### src/common/dtxpc_defs.svh
// Purpose: named constants of the spread-spectrum transmit modulator
// Assumes: 250 MHz reference clock
// Notes: included by bare name
`ifndef DTXPC_DEFS_SVH
`define DTXPC_DEFS_SVH
// clock and chip timing
`define DTXPC_CLK_PERIOD_NS 4
`define DTXPC_CHIP_STEP     9'h00b
`define DTXPC_CHIP_MOD      9'h0fa
`define DTXPC_PSK_LAST      4'ha
`define DTXPC_MBOK_LAST     4'h7
`define DTXPC_US_CHIPS      20'h0000b
// receiver wake from sleep, longest time
`define DTXPC_WAKE_NS       10000
`define DTXPC_WAKE_MARGIN   4
// spreading and scrambling
`define DTXPC_BARKER        11'h712
`define DTXPC_SCR_SEED      7'h6c
`define DTXPC_SCR_TAPS      7'h48
// packet framing
`define DTXPC_SFD           16'hf3a0
`define DTXPC_HDR_LAST      6'h2f
`define DTXPC_PAD_LAST      3'h3
`define DTXPC_SIG_DBPSK     8'h0a
`define DTXPC_SIG_DQPSK     8'h14
`define DTXPC_SIG_BMBOK     8'h37
`define DTXPC_SIG_QMBOK     8'h6e
// register offsets and reset values
`define DTXPC_A_MODSEL      4'h0
`define DTXPC_A_PRELEN      4'h1
`define DTXPC_A_SERVICE     4'h2
`define DTXPC_A_LENGTH      4'h3
`define DTXPC_A_STATUS      4'h4
`define DTXPC_PRE_LEN_DEF   8'h80
`endif

### src/common/dtxpc_pkg.sv
// Purpose: types of the spread-spectrum transmit modulator
// Assumes: constants live in dtxpc_defs.svh
// Notes: gray codes along idle-preamble-header-data-pad-done
package dtxpc_pkg;
    typedef enum logic [2:0] {
        ST_IDLE = 3'h0,
        ST_PRE  = 3'h1,
        ST_HDR  = 3'h3,
        ST_DATA = 3'h2,
        ST_PAD  = 3'h6,
        ST_DONE = 3'h7
    } dtxpc_state_t;
    typedef enum logic [1:0] {
        MOD_DBPSK = 2'h0,
        MOD_DQPSK = 2'h1,
        MOD_BMBOK = 2'h2,
        MOD_QMBOK = 2'h3
    } dtxpc_mode_t;
endpackage : dtxpc_pkg

### src/core/dtxpc_top.sv
// Purpose: transmit modulator and power-enable control
// Assumes: data source logic runs on ref_clk
// Notes: one chip per 11 MHz tick from a fractional accumulator
// What this block does
// RULE1 - preamble and header always differential binary
// RULE2 - switch modulation exactly at header end
// RULE3 - psk: scramble, differential encode, barker spread
// RULE4 - bi-orthogonal modes gather four-bit nibbles
// RULE5 - low rate: three bits sequence, one polarity
// RULE6 - last header phase is data reference
// RULE7 - high rate: two nibbles, I and Q
// RULE8 - formats give 1, 2, 5.5, 11 Mbps
// RULE9 - two-bit select picks format and rate
// RULE10 - transmit path independent of receiver
// RULE11 - transmitter off while transmit enable low
// RULE12 - receiver off while receive enable low
// RULE13 - reset sleeps receiver, wake within 10us
// RULE14 - host pulses receive enable to wake
// RULE15 - power-down never alters configuration
// RULE16 - registers stay accessible while powered down
// RULE17 - host drops transmit enable after packet
// RULE18 - pad bits appended after payload
// RULE19 - disabled transmitter idles and restarts packet
//
// Local design decisions: strobed register access and the placing of the registers.
`timescale 1ns/1ps
`include "dtxpc_defs.svh"
`default_nettype none
module dtxpc_top (
    // clock and reset
    input  wire logic        ref_clk,
    input  wire logic        reset_n,
    // register port
    input  wire logic [3:0]  reg_addr,
    input  wire logic [15:0] reg_wdata,
    input  wire logic        reg_wr,
    input  wire logic        reg_rd,
    output var  logic [15:0] reg_rdata,
    // power enable pins
    input  wire logic        transmit_power_enable,
    input  wire logic        receive_power_enable,
    // serial data from the network processor
    input  wire logic        tx_data,
    output var  logic        tx_bit_req,
    // baseband chips to the if modulator
    output var  logic        tx_i,
    output var  logic        tx_q,
    output var  logic        tx_chip_stb,
    output var  logic        tx_active,
    // power state
    output var  logic        tx_enabled,
    output var  logic        rx_enabled
);
    // wake count derived from the longest time, less the four-cycle margin for synchroniser and flag latency
    localparam logic [11:0] WAKE_LAST =
        12'(`DTXPC_WAKE_NS / `DTXPC_CLK_PERIOD_NS - `DTXPC_WAKE_MARGIN);
    // spreading word held as a vector so that single chips can be picked
    localparam logic [10:0] BARKER = `DTXPC_BARKER;

    // one scrambler pass over up to eight bits, first bit highest
    function automatic logic [14:0] scramble(input logic [7:0] raw,
                                             input logic [3:0] n,
                                             input logic [6:0] s);
        logic [6:0] sr;
        logic [7:0] o;
        logic       fb;
        sr = s;
        o  = 8'h00;
        fb = 1'b0;
        for (int i = 7; i >= 0; i--)
        begin
            if (4'(i) < n)
            begin
                fb   = raw[i] ^ (^(sr & `DTXPC_SCR_TAPS));
                o[i] = fb;
                sr   = {sr[5:0], fb};
            end
        end
        return {sr, o};
    endfunction : scramble

    // chip of a bi-orthogonal sequence, 1 means negative
    function automatic logic mbok_chip(input logic [3:0] nib,
                                       input logic [3:0] cc);
        return (^(nib[3:1] & cc[2:0])) ^ nib[0];
    endfunction : mbok_chip

    // pin synchronisers
    logic         txpe_m_r;              // first stage, read by second only
    logic         txpe_s_r;              // synced transmit enable
    logic         rxpe_m_r;              // first stage, read by second only
    logic         rxpe_s_r;              // synced receive enable
    // configuration registers
    logic [1:0]   modsel_r;              // tx_modulation_select
    logic [7:0]   pre_len_r;             // preamble symbols
    logic [7:0]   service_r;             // service field
    logic [15:0]  length_r;              // length field, microseconds
    logic [15:0]  rdata_r;               // read answer
    // sequencing state
    dtxpc_pkg::dtxpc_state_t st_r;       // packet phase
    dtxpc_pkg::dtxpc_state_t st_bnd;     // phase after a boundary
    logic [1:0]   mode_r;                // format latched per packet
    logic [8:0]   acc_r;                 // chip rate accumulator
    logic [3:0]   cc_r;                  // chip within symbol
    logic [7:0]   pre_cnt_r;             // preamble symbols sent
    logic [5:0]   hdr_cnt_r;             // header bits sent
    logic [2:0]   pad_cnt_r;             // pad symbols sent
    logic [19:0]  dch_r;                 // data chips sent
    logic [47:0]  hdr_sh_r;              // header bits, msb first
    logic [6:0]   scr_r;                 // scrambler state
    logic [1:0]   ph_r;                  // carrier quadrant
    logic [7:0]   mb_r;                  // bi-orthogonal symbol bits
    logic         mbok_r;                // current symbol kind
    // data fetch
    logic [3:0]   fcnt_r;                // bits requested
    logic [7:0]   col_r;                 // collected bits
    logic         req_r;                 // bit request pulse
    // outputs
    logic         tx_i_r;
    logic         tx_q_r;
    logic         stb_r;
    logic         act_r;
    logic         txon_r;
    logic         rxen_r;
    // receiver sleep and wake
    logic         sleep_r;
    logic         awake_r;
    logic [11:0]  wake_r;

    // chip tick: 11 steps of 250 give exactly 11 MHz on average
    logic [8:0]   acc_sum;
    logic         tick;
    assign acc_sum = acc_r + `DTXPC_CHIP_STEP;
    assign tick    = acc_sum >= `DTXPC_CHIP_MOD;

    // symbol boundary and packet start
    logic         sending;
    logic         bnd;
    logic         start;
    assign sending = st_r != dtxpc_pkg::ST_IDLE && st_r != dtxpc_pkg::ST_DONE;
    // eight chips at 1.375 MSPS, eleven at 1 MSPS
    assign bnd     = sending && tick &&
                     cc_r == (mbok_r ? `DTXPC_MBOK_LAST : `DTXPC_PSK_LAST);
    assign start   = st_r == dtxpc_pkg::ST_IDLE && txpe_s_r;

    // phase end conditions
    logic         pre_end;
    logic         hdr_end;
    logic         dat_end;
    logic         pad_end;
    logic [19:0]  len_tgt;
    assign len_tgt = 20'({4'h0, length_r} * `DTXPC_US_CHIPS);
    assign pre_end = pre_cnt_r == pre_len_r - 8'h01;
    assign hdr_end = hdr_cnt_r == `DTXPC_HDR_LAST;
    // the boundary tick itself is the last data chip, so count it here
    assign dat_end = dch_r + 20'h00001 >= len_tgt;
    assign pad_end = pad_cnt_r == `DTXPC_PAD_LAST;

    // phase sequence at a boundary
    always_comb
    begin
        unique case (st_r)
            dtxpc_pkg::ST_IDLE: st_bnd = dtxpc_pkg::ST_IDLE;
            dtxpc_pkg::ST_PRE:  st_bnd = pre_end ? dtxpc_pkg::ST_HDR : dtxpc_pkg::ST_PRE;
            // RULE2 switch at header end
            dtxpc_pkg::ST_HDR:  st_bnd = hdr_end ? dtxpc_pkg::ST_DATA : dtxpc_pkg::ST_HDR;
            // RULE18 pad after payload
            dtxpc_pkg::ST_DATA: st_bnd = dat_end ? dtxpc_pkg::ST_PAD : dtxpc_pkg::ST_DATA;
            dtxpc_pkg::ST_PAD:  st_bnd = pad_end ? dtxpc_pkg::ST_DONE : dtxpc_pkg::ST_PAD;
            dtxpc_pkg::ST_DONE: st_bnd = dtxpc_pkg::ST_DONE;
            default:            st_bnd = dtxpc_pkg::ST_IDLE;
        endcase
    end

    // symbol load selection
    dtxpc_pkg::dtxpc_state_t ld_st;
    logic         load;
    logic [1:0]   ld_mode;
    logic         ld_data;
    logic         ld_mbok;
    logic [3:0]   ld_n;
    logic [7:0]   raw;
    logic [14:0]  scr_res;
    logic [7:0]   sb;
    logic [1:0]   ph_base;
    logic [1:0]   ph_nxt;
    assign ld_st   = start ? dtxpc_pkg::ST_PRE : st_bnd;
    assign load    = start || (bnd && st_bnd != dtxpc_pkg::ST_DONE);
    assign ld_mode = start ? modsel_r : mode_r;
    assign ld_data = ld_st == dtxpc_pkg::ST_DATA || ld_st == dtxpc_pkg::ST_PAD;
    // RULE1 only data and pad symbols may leave binary differential
    assign ld_mbok = ld_data && ld_mode[1];
    // RULE9 bits per symbol from the select field
    assign ld_n    = ld_data ? 4'h1 << ld_mode : 4'h1;
    // preamble is all ones, pad is zeros
    assign raw     = ld_st == dtxpc_pkg::ST_PRE  ? 8'h01 :
                     ld_st == dtxpc_pkg::ST_HDR  ? {7'h00, hdr_sh_r[47]} :
                     ld_st == dtxpc_pkg::ST_DATA ? col_r : 8'h00;
    // RULE3 scramble every symbol's bits
    assign scr_res = scramble(raw, ld_n, start ? `DTXPC_SCR_SEED : scr_r);
    assign sb      = scr_res[7:0];
    assign ph_base = start ? 2'h0 : ph_r;
    // RULE3 differential binary or quaternary encoding
    assign ph_nxt  = ld_mbok ? ph_base :
                     (ld_data && ld_mode == dtxpc_pkg::MOD_DQPSK) ?
                     ph_base + {sb[1], sb[1] ^ sb[0]} :
                     ph_base + {sb[0], 1'b0};

    // chip of the current symbol
    logic         i_neg;
    logic         q_neg;
    logic         bark_neg;
    logic [3:0]   nib_i;
    logic         chip_i;
    logic         chip_q;
    assign i_neg    = ph_r[1] ^ ph_r[0];
    assign q_neg    = ph_r[1];
    assign bark_neg = ~BARKER[`DTXPC_PSK_LAST - cc_r];
    // RULE7 first nibble on I, second on Q
    assign nib_i    = mode_r[0] ? mb_r[7:4] : mb_r[3:0];
    // RULE6 header phase is the data reference
    assign chip_i   = mbok_r ? mbok_chip(nib_i, cc_r) ^ i_neg : bark_neg ^ i_neg;
    // RULE5 low rate drives the same sequence on both
    assign chip_q   = mbok_r ? mbok_chip(mb_r[3:0], cc_r) ^ q_neg : bark_neg ^ q_neg;

    // data fetch for the next data symbol
    logic         want;
    logic         req_nxt;
    assign want    = st_r == dtxpc_pkg::ST_DATA || (st_r == dtxpc_pkg::ST_HDR && hdr_end);
    // RULE4 gather a whole nibble or byte first
    assign req_nxt = want && fcnt_r < (4'h1 << mode_r) && !load && txpe_s_r;

    // register read decode
    logic [15:0]  rd_mux;
    assign rd_mux = reg_addr == `DTXPC_A_MODSEL  ? {14'h0000, modsel_r} :
                    reg_addr == `DTXPC_A_PRELEN  ? {8'h00, pre_len_r} :
                    reg_addr == `DTXPC_A_SERVICE ? {8'h00, service_r} :
                    reg_addr == `DTXPC_A_LENGTH  ? length_r :
                    reg_addr == `DTXPC_A_STATUS  ?
                    {9'h000, st_r, sleep_r, rxen_r, txon_r, act_r} : 16'h0000;

    // pin synchronisers
    always_ff @(posedge ref_clk or negedge reset_n)
    begin
        if (!reset_n)
        begin
            txpe_m_r <= 1'b0;
            txpe_s_r <= 1'b0;
            rxpe_m_r <= 1'b0;
            rxpe_s_r <= 1'b0;
        end
        else
        begin
            txpe_m_r <= transmit_power_enable;
            txpe_s_r <= txpe_m_r;
            rxpe_m_r <= receive_power_enable;
            rxpe_s_r <= rxpe_m_r;
        end
    end

    // RULE15 registers change only by software writes
    // RULE16 access runs in every power state
    always_ff @(posedge ref_clk or negedge reset_n)
    begin
        if (!reset_n)
        begin
            modsel_r  <= 2'h0;
            pre_len_r <= `DTXPC_PRE_LEN_DEF;
            service_r <= 8'h00;
            length_r  <= 16'h0000;
            rdata_r   <= 16'h0000;
        end
        else
        begin
            if (reg_wr && reg_addr == `DTXPC_A_MODSEL)  modsel_r  <= reg_wdata[1:0];
            if (reg_wr && reg_addr == `DTXPC_A_PRELEN)  pre_len_r <= reg_wdata[7:0];
            if (reg_wr && reg_addr == `DTXPC_A_SERVICE) service_r <= reg_wdata[7:0];
            if (reg_wr && reg_addr == `DTXPC_A_LENGTH)  length_r  <= reg_wdata;
            // answer stands one cycle only
            rdata_r <= reg_rd ? rd_mux : 16'h0000;
        end
    end

    // RULE10 transmit sequencing uses no receiver state
    always_ff @(posedge ref_clk or negedge reset_n)
    begin
        if (!reset_n)
        begin
            st_r      <= dtxpc_pkg::ST_IDLE;
            mode_r    <= 2'h0;
            acc_r     <= 9'h000;
            cc_r      <= 4'h0;
            pre_cnt_r <= 8'h00;
            hdr_cnt_r <= 6'h00;
            pad_cnt_r <= 3'h0;
            dch_r     <= 20'h00000;
            hdr_sh_r  <= 48'h0;
            scr_r     <= 7'h00;
            ph_r      <= 2'h0;
            mb_r      <= 8'h00;
            mbok_r    <= 1'b0;
        end
        // RULE19 disabled transmitter restarts the packet
        else if (!txpe_s_r)
        begin
            st_r   <= dtxpc_pkg::ST_IDLE;
            acc_r  <= 9'h000;
            cc_r   <= 4'h0;
            mbok_r <= 1'b0;
        end
        else
        begin
            acc_r <= tick ? acc_sum - `DTXPC_CHIP_MOD : acc_sum;
            if (start)
            begin
                // mode and header frozen for the whole packet
                mode_r    <= modsel_r;
                pre_cnt_r <= 8'h00;
                hdr_cnt_r <= 6'h00;
                pad_cnt_r <= 3'h0;
                dch_r     <= 20'h00000;
                hdr_sh_r  <= {service_r, `DTXPC_SFD,
                              modsel_r == dtxpc_pkg::MOD_DBPSK ? `DTXPC_SIG_DBPSK :
                              modsel_r == dtxpc_pkg::MOD_DQPSK ? `DTXPC_SIG_DQPSK :
                              modsel_r == dtxpc_pkg::MOD_BMBOK ? `DTXPC_SIG_BMBOK :
                              `DTXPC_SIG_QMBOK, length_r};
            end
            else
            begin
                if (load && st_r == dtxpc_pkg::ST_PRE && ld_st == dtxpc_pkg::ST_PRE)
                    pre_cnt_r <= pre_cnt_r + 8'h01;
                if (load && st_r == dtxpc_pkg::ST_HDR && ld_st == dtxpc_pkg::ST_HDR)
                    hdr_cnt_r <= hdr_cnt_r + 6'h01;
                if (load && st_r == dtxpc_pkg::ST_PAD)
                    pad_cnt_r <= pad_cnt_r + 3'h1;
                if (load && ld_st == dtxpc_pkg::ST_HDR)
                    hdr_sh_r <= {hdr_sh_r[46:0], 1'b0};
                // RULE8 data time counted in 11 chips per microsecond
                if (tick && st_r == dtxpc_pkg::ST_DATA)
                    dch_r <= dch_r + 20'h00001;
            end
            if (bnd)
                st_r <= st_bnd;
            else if (start)
                st_r <= dtxpc_pkg::ST_PRE;
            if (load)
            begin
                cc_r   <= 4'h0;
                scr_r  <= scr_res[14:8];
                ph_r   <= ph_nxt;
                mb_r   <= sb;
                mbok_r <= ld_mbok;
            end
            else if (tick && sending)
                cc_r <= cc_r + 4'h1;
            // a finished packet leaves no bi-orthogonal symbol behind
            if (bnd && !load)
                mbok_r <= 1'b0;
        end
    end

    // data bit requests and capture
    always_ff @(posedge ref_clk or negedge reset_n)
    begin
        if (!reset_n)
        begin
            fcnt_r <= 4'h0;
            req_r  <= 1'b0;
            col_r  <= 8'h00;
        end
        else
        begin
            fcnt_r <= load ? 4'h0 : fcnt_r + {3'h0, req_nxt};
            req_r  <= req_nxt;
            if (req_r)
                col_r <= {col_r[6:0], tx_data};
        end
    end

    // chip outputs, idle level when not sending
    always_ff @(posedge ref_clk or negedge reset_n)
    begin
        if (!reset_n)
        begin
            tx_i_r <= 1'b0;
            tx_q_r <= 1'b0;
            stb_r  <= 1'b0;
            act_r  <= 1'b0;
            txon_r <= 1'b0;
        end
        else
        begin
            // RULE11 transmitter follows its enable
            txon_r <= txpe_s_r;
            stb_r  <= tick && sending && txpe_s_r;
            if (!txpe_s_r || !sending)
            begin
                tx_i_r <= 1'b0;
                tx_q_r <= 1'b0;
                act_r  <= 1'b0;
            end
            else if (tick)
            begin
                tx_i_r <= chip_i;
                tx_q_r <= chip_q;
                act_r  <= 1'b1;
            end
        end
    end

    // RULE13 reset sleeps receiver until a wake count
    // RULE14 a receive enable pulse starts the wake
    always_ff @(posedge ref_clk or negedge reset_n)
    begin
        if (!reset_n)
        begin
            sleep_r <= 1'b1;
            awake_r <= 1'b0;
            wake_r  <= 12'h000;
            rxen_r  <= 1'b0;
        end
        else
        begin
            if (sleep_r && rxpe_s_r)
                sleep_r <= 1'b0;
            if (!sleep_r && !awake_r)
                wake_r <= wake_r + 12'h001;
            if (!sleep_r && wake_r == WAKE_LAST)
                awake_r <= 1'b1;
            // RULE12 receiver follows its enable
            rxen_r <= awake_r && rxpe_s_r;
        end
    end

    // outputs straight from flip-flops
    assign reg_rdata   = rdata_r;
    assign tx_bit_req  = req_r;
    assign tx_i        = tx_i_r;
    assign tx_q        = tx_q_r;
    assign tx_chip_stb = stb_r;
    assign tx_active   = act_r;
    assign tx_enabled  = txon_r;
    assign rx_enabled  = rxen_r;

    // chips that must be equal on I and Q: binary formats, preamble, header
    logic         binary_now;
    assign binary_now = !mode_r[0] || st_r == dtxpc_pkg::ST_PRE || st_r == dtxpc_pkg::ST_HDR;
endmodule : dtxpc_top
`default_nettype wire

### config.mk
export PLATFORM = sky130hd
export DESIGN_NAME = dtxpc_top
export DESIGN_NICKNAME = d
export VERILOG_FILES = /design/src/common/dtxpc_pkg.sv /design/src/core/dtxpc_top.sv
export VERILOG_INCLUDE_DIRS = /design/src /design/src/common
export SDC_FILE = /design/constraint.sdc
export NUM_CORES = 1
export LEC_CHECK = 0
export BUFFER_PORTS_ARGS = -buffer_cell sky130_fd_sc_hd__buf_2
export CAP_MARGIN = 20
export CORE_MARGIN = 2
export CORE_UTILIZATION = 40
export DETAILED_ROUTE_END_ITERATION = 16
export PLACE_DENSITY = 0.64
export SLEW_MARGIN = 5
export SYNTH_ARGS = -nofsm -noshare
export SYNTH_HDL_FRONTEND = slang
export SYNTH_SLANG_ARGS = --single-unit
### constraint.sdc
create_clock -name ref_clk -period 12 [get_ports ref_clk]
set_input_delay 1.2 -clock ref_clk [delete_from_list [all_inputs] [get_ports ref_clk]]
set_output_delay 1.2 -clock ref_clk [all_outputs]
set_load 0.02 [all_outputs]
==> results.sh <==
export IMPL_synth_warnings=0
export IMPL_synth_edf_count=0
export IMPL_grt_pass1_wl_um=47300
export IMPL_die_area_um2=32700
export IMPL_initialDrtViolationCount=586
export IMPL_ys_async_sr_fraction_pct=100
export IMPL_std_cell_rows=64
export IMPL_gp_congestion=0.882
export IMPL_clockBufferDepth=3
export IMPL_synth_seq_cells=208
export IMPL_ant_nets=0
export IMPL_die_y_um=181
export IMPL_cp_slowest_cell="a221oi_1"
export IMPL_final_cell_mix="dfrtp_1 (206), nand2_1 (149), nor2_1 (111)"
export IMPL_fin_cells=1759
export IMPL_crit_arrival_ns=7.86
export IMPL_period_share_pct=62.0
export IMPL_hold_viol=0
export IMPL_design_portCount=50
export IMPL_grt_usage_pct=17.4
export IMPL_cts_made_buffers=23
export IMPL_outcome="finished, final reports clean"
export IMPL_crit_fanout=6
export IMPL_core_um2=30700
export IMPL_min_from="rxpe_m_r$_DFF_PN0_"
export IMPL_drt_pre_antenna_iters=4
export IMPL_via_count=9251
export IMPL_drc=0
export IMPL_place_hpwl_um=20200
export IMPL_worst_r2r_path_depth=30
export IMPL_synth_top_area_share_pct=41.2
export IMPL_worstMarginPinSlew_ns=0.978
export IMPL_cts_resized=0
export IMPL_startpoint_type="register"
export IMPL_fp_dieW_um=181
export IMPL_rrSetupSlack_ns=4.56
export IMPL_path_clk_slew_ns=0.06
export IMPL_clock_fmax_mhz=134
export IMPL_hold_buffers=0
export IMPL_syn_inst=1310
export IMPL_rsz0062_at_grt="no"
export IMPL_htree_levels=1
export IMPL_worstSetupPathType="reg2reg"
export IMPL_r2r_start="length_r[3]$_DFFE_PN0P_"
export IMPL_layout_drive_gt1_share_pct=12.5
export IMPL_setup_viol=0
export IMPL_powerDensity_nw_per_um2=176
export IMPL_initial_utilization_pct=40.8
export IMPL_crit_top_cell="a21oi_1"
export IMPL_syn_area_per_cell_um2=9.54
export IMPL_grt_pass1_vias=9216
export IMPL_n_antenna_cell=0
export IMPL_r2r_end="ph_r[1]$_DFFE_PN0P_"
export IMPL_nNetsFinal=1467
export IMPL_dp_cells=1718
export IMPL_antenna_found_initial=0
export IMPL_drv_slew=0
export IMPL_grt_overflow=0
export IMPL_fin_tns_setup_ns=0
export IMPL_clock_sinks=208
export IMPL_synth_area_leader_cell="dfrtp_1"
export IMPL_clkLatencyLatePin_ns=0.53
export IMPL_synth_ff_type="dfrtp_1"
export IMPL_final_common_cell="dfrtp_1"
export IMPL_netlist_area_um2=12500
export IMPL_fin_crit_ns=7.44
export IMPL_drv_cap=0
export IMPL_synth_area_leaders="dfrtp_1 (41%), ha_1 (8.0%), mux2_2 (5.4%), nand2_1 (4.5%), xnor2_1 (4.1%)"
export IMPL_required_ns=12.42
export IMPL_syn_num_nets=1430
export IMPL_drt_wl_total_um=28100
export IMPL_slowest_delay_ns=0.65
export IMPL_end_kind="register"
export IMPL_vias_per_cell=5.26
export IMPL_total_power_mw=2.44
export IMPL_holdPathEnd="rxpe_s_r$_DFF_PN0_"
export IMPL_p_leak_nw=6.63
export IMPL_io_buffers=49
export IMPL_worst_hold_path_num_cells=0
export IMPL_area_delta_synth_final_pct=11.4
export IMPL_post_cts_repair_setup_buffers=0
export IMPL_relSlewSlack_pct=34.8
export IMPL_min_path_type="reg2reg"
export IMPL_ir_drop_v=0.000105
export IMPL_synth_cell_type_count=71
export IMPL_clock_root_buffer="clkbuf_16"
export IMPL_cts_tree="yes"
export IMPL_post_drt_wl_per_cell_um=16.0
export IMPL_fin_skew_ns=0.0172
export IMPL_synth_seq_area_share_pct=41.7
export IMPL_grt_max_degree=97
-- worst max path at each step --
| stage | start | end | slack [ns] |
|---|---|---|---|
| after global routing | length_r[1]$_DFFE_PN0P_ | ph_r[1]$_DFFE_PN0P_ | 3.99 |
| after detailed placement | length_r[1]$_DFFE_PN0P_ | ph_r[1]$_DFFE_PN0P_ | 4.64 |
| after floorplan | length_r[1]$_DFFE_PN0P_ | ph_r[1]$_DFFE_PN0P_ | 5.60 |
| after global placement | length_r[1]$_DFFE_PN0P_ | ph_r[1]$_DFFE_PN0P_ | 4.86 |
| final | length_r[3]$_DFFE_PN0P_ | ph_r[1]$_DFFE_PN0P_ | 4.56 |
| after CTS | length_r[1]$_DFFE_PN0P_ | ph_r[1]$_DFFE_PN0P_ | 4.58 |
-- state kept, by name, summed over array words and instances (netlist names), 2 cells and up --
register   count
hdr_cnt_r      6
length_r      16
scr_r          7
service_r      8
ph_r           2
wake_r        12
modsel_r       2
reg_rdata     16
pre_cnt_r      8
fcnt_r         4
hdr_sh_r      48
pre_len_r      8
acc_r          9
col_r          8
pad_cnt_r      3
mode_r         2
dch_r         20
st_r           3
cc_r           4
mb_r           8
-- where the power goes --
| part | leakage (nW) | switching, mW | total [mW] | internal [mW] |
|---|---|---|---|---|
| sequential | 2.74 | 0.0957 | 0.877 | 0.781 |
| clock | 0.386 | 0.293 | 0.747 | 0.454 |
| combinational | 3.51 | 0.463 | 0.820 | 0.357 |
-- synth_stat cells, types with 18 or more instances --
master and n:
o21ai_0 98, inv_1 99, xnor2_1 58, nand3_1 27, clkbuf_1 36, dfrtp_1 206, mux2i_1 37, a21oi_1 46
nor2b_1 24, nand2_1 149, nor2_1 111, and3_1 22, ha_1 80, xor2_1 47, and2_1 18, mux2_2 60
-- stage by stage --
stage / hold WS [ns] / cell area [um2] / worst slack [ns] / util (%)
after floorplan: 0.331 / 12500 / 5.60 / -
after global placement: 0.332 / 13100 / 4.86 / 42.8
after detailed placement: 0.337 / 13100 / 4.64 / 42.8
after CTS: 0.351 / 13900 / 4.58 / 45.4
after global routing: 0.354 / 13900 / 3.99 / 45.4
final: 0.351 / 13900 / 4.56 / 45.4
-- metal layers --
layer	GRT usage [%]	wire length, um	vias to the layer above
li1	-	-	4565
met1	24.5	13400	4498
met2	28.6	13100	155
met3	2.68	1200	33
met4	3.52	416	0
met5	0	0	-
-- cells by family after synthesis --
kind of cell,Yosys count,share of synthesized area (%)
buf+inv,142,4.29
flops,208,41.7
simple gates,429,16.3
compound gates,236,11.9
mux,97,8.37
xor+xnor,105,7.36
fa+ha+maj,93,10.1
-- critical path, delay by kind of cell, from the launching register on --
kind / cells / cell delay (ns)
xor gates and xnor gates: 4 / 0.68
muxes: 1 / 0.47
DFF: 1 / 0.45
AOI/OAI and AO/OA: 17 / 3.91
and+or+nand+nor: 3 / 0.34
adders and majority gates: 5 / 1.49
-- layout make-up --
cell class | instances | area [um2]
clock inverters | 11 | 176
repair buffers | 55 | 300
clock buffers | 30 | 622
fillers | 2979 | 16700
flip-flops and latches | 208 | 5210
multi-input cells | 960 | 6760
inverters | 99 | 372
well taps | 396 | 495
Power figures use the tool's default switching activity.
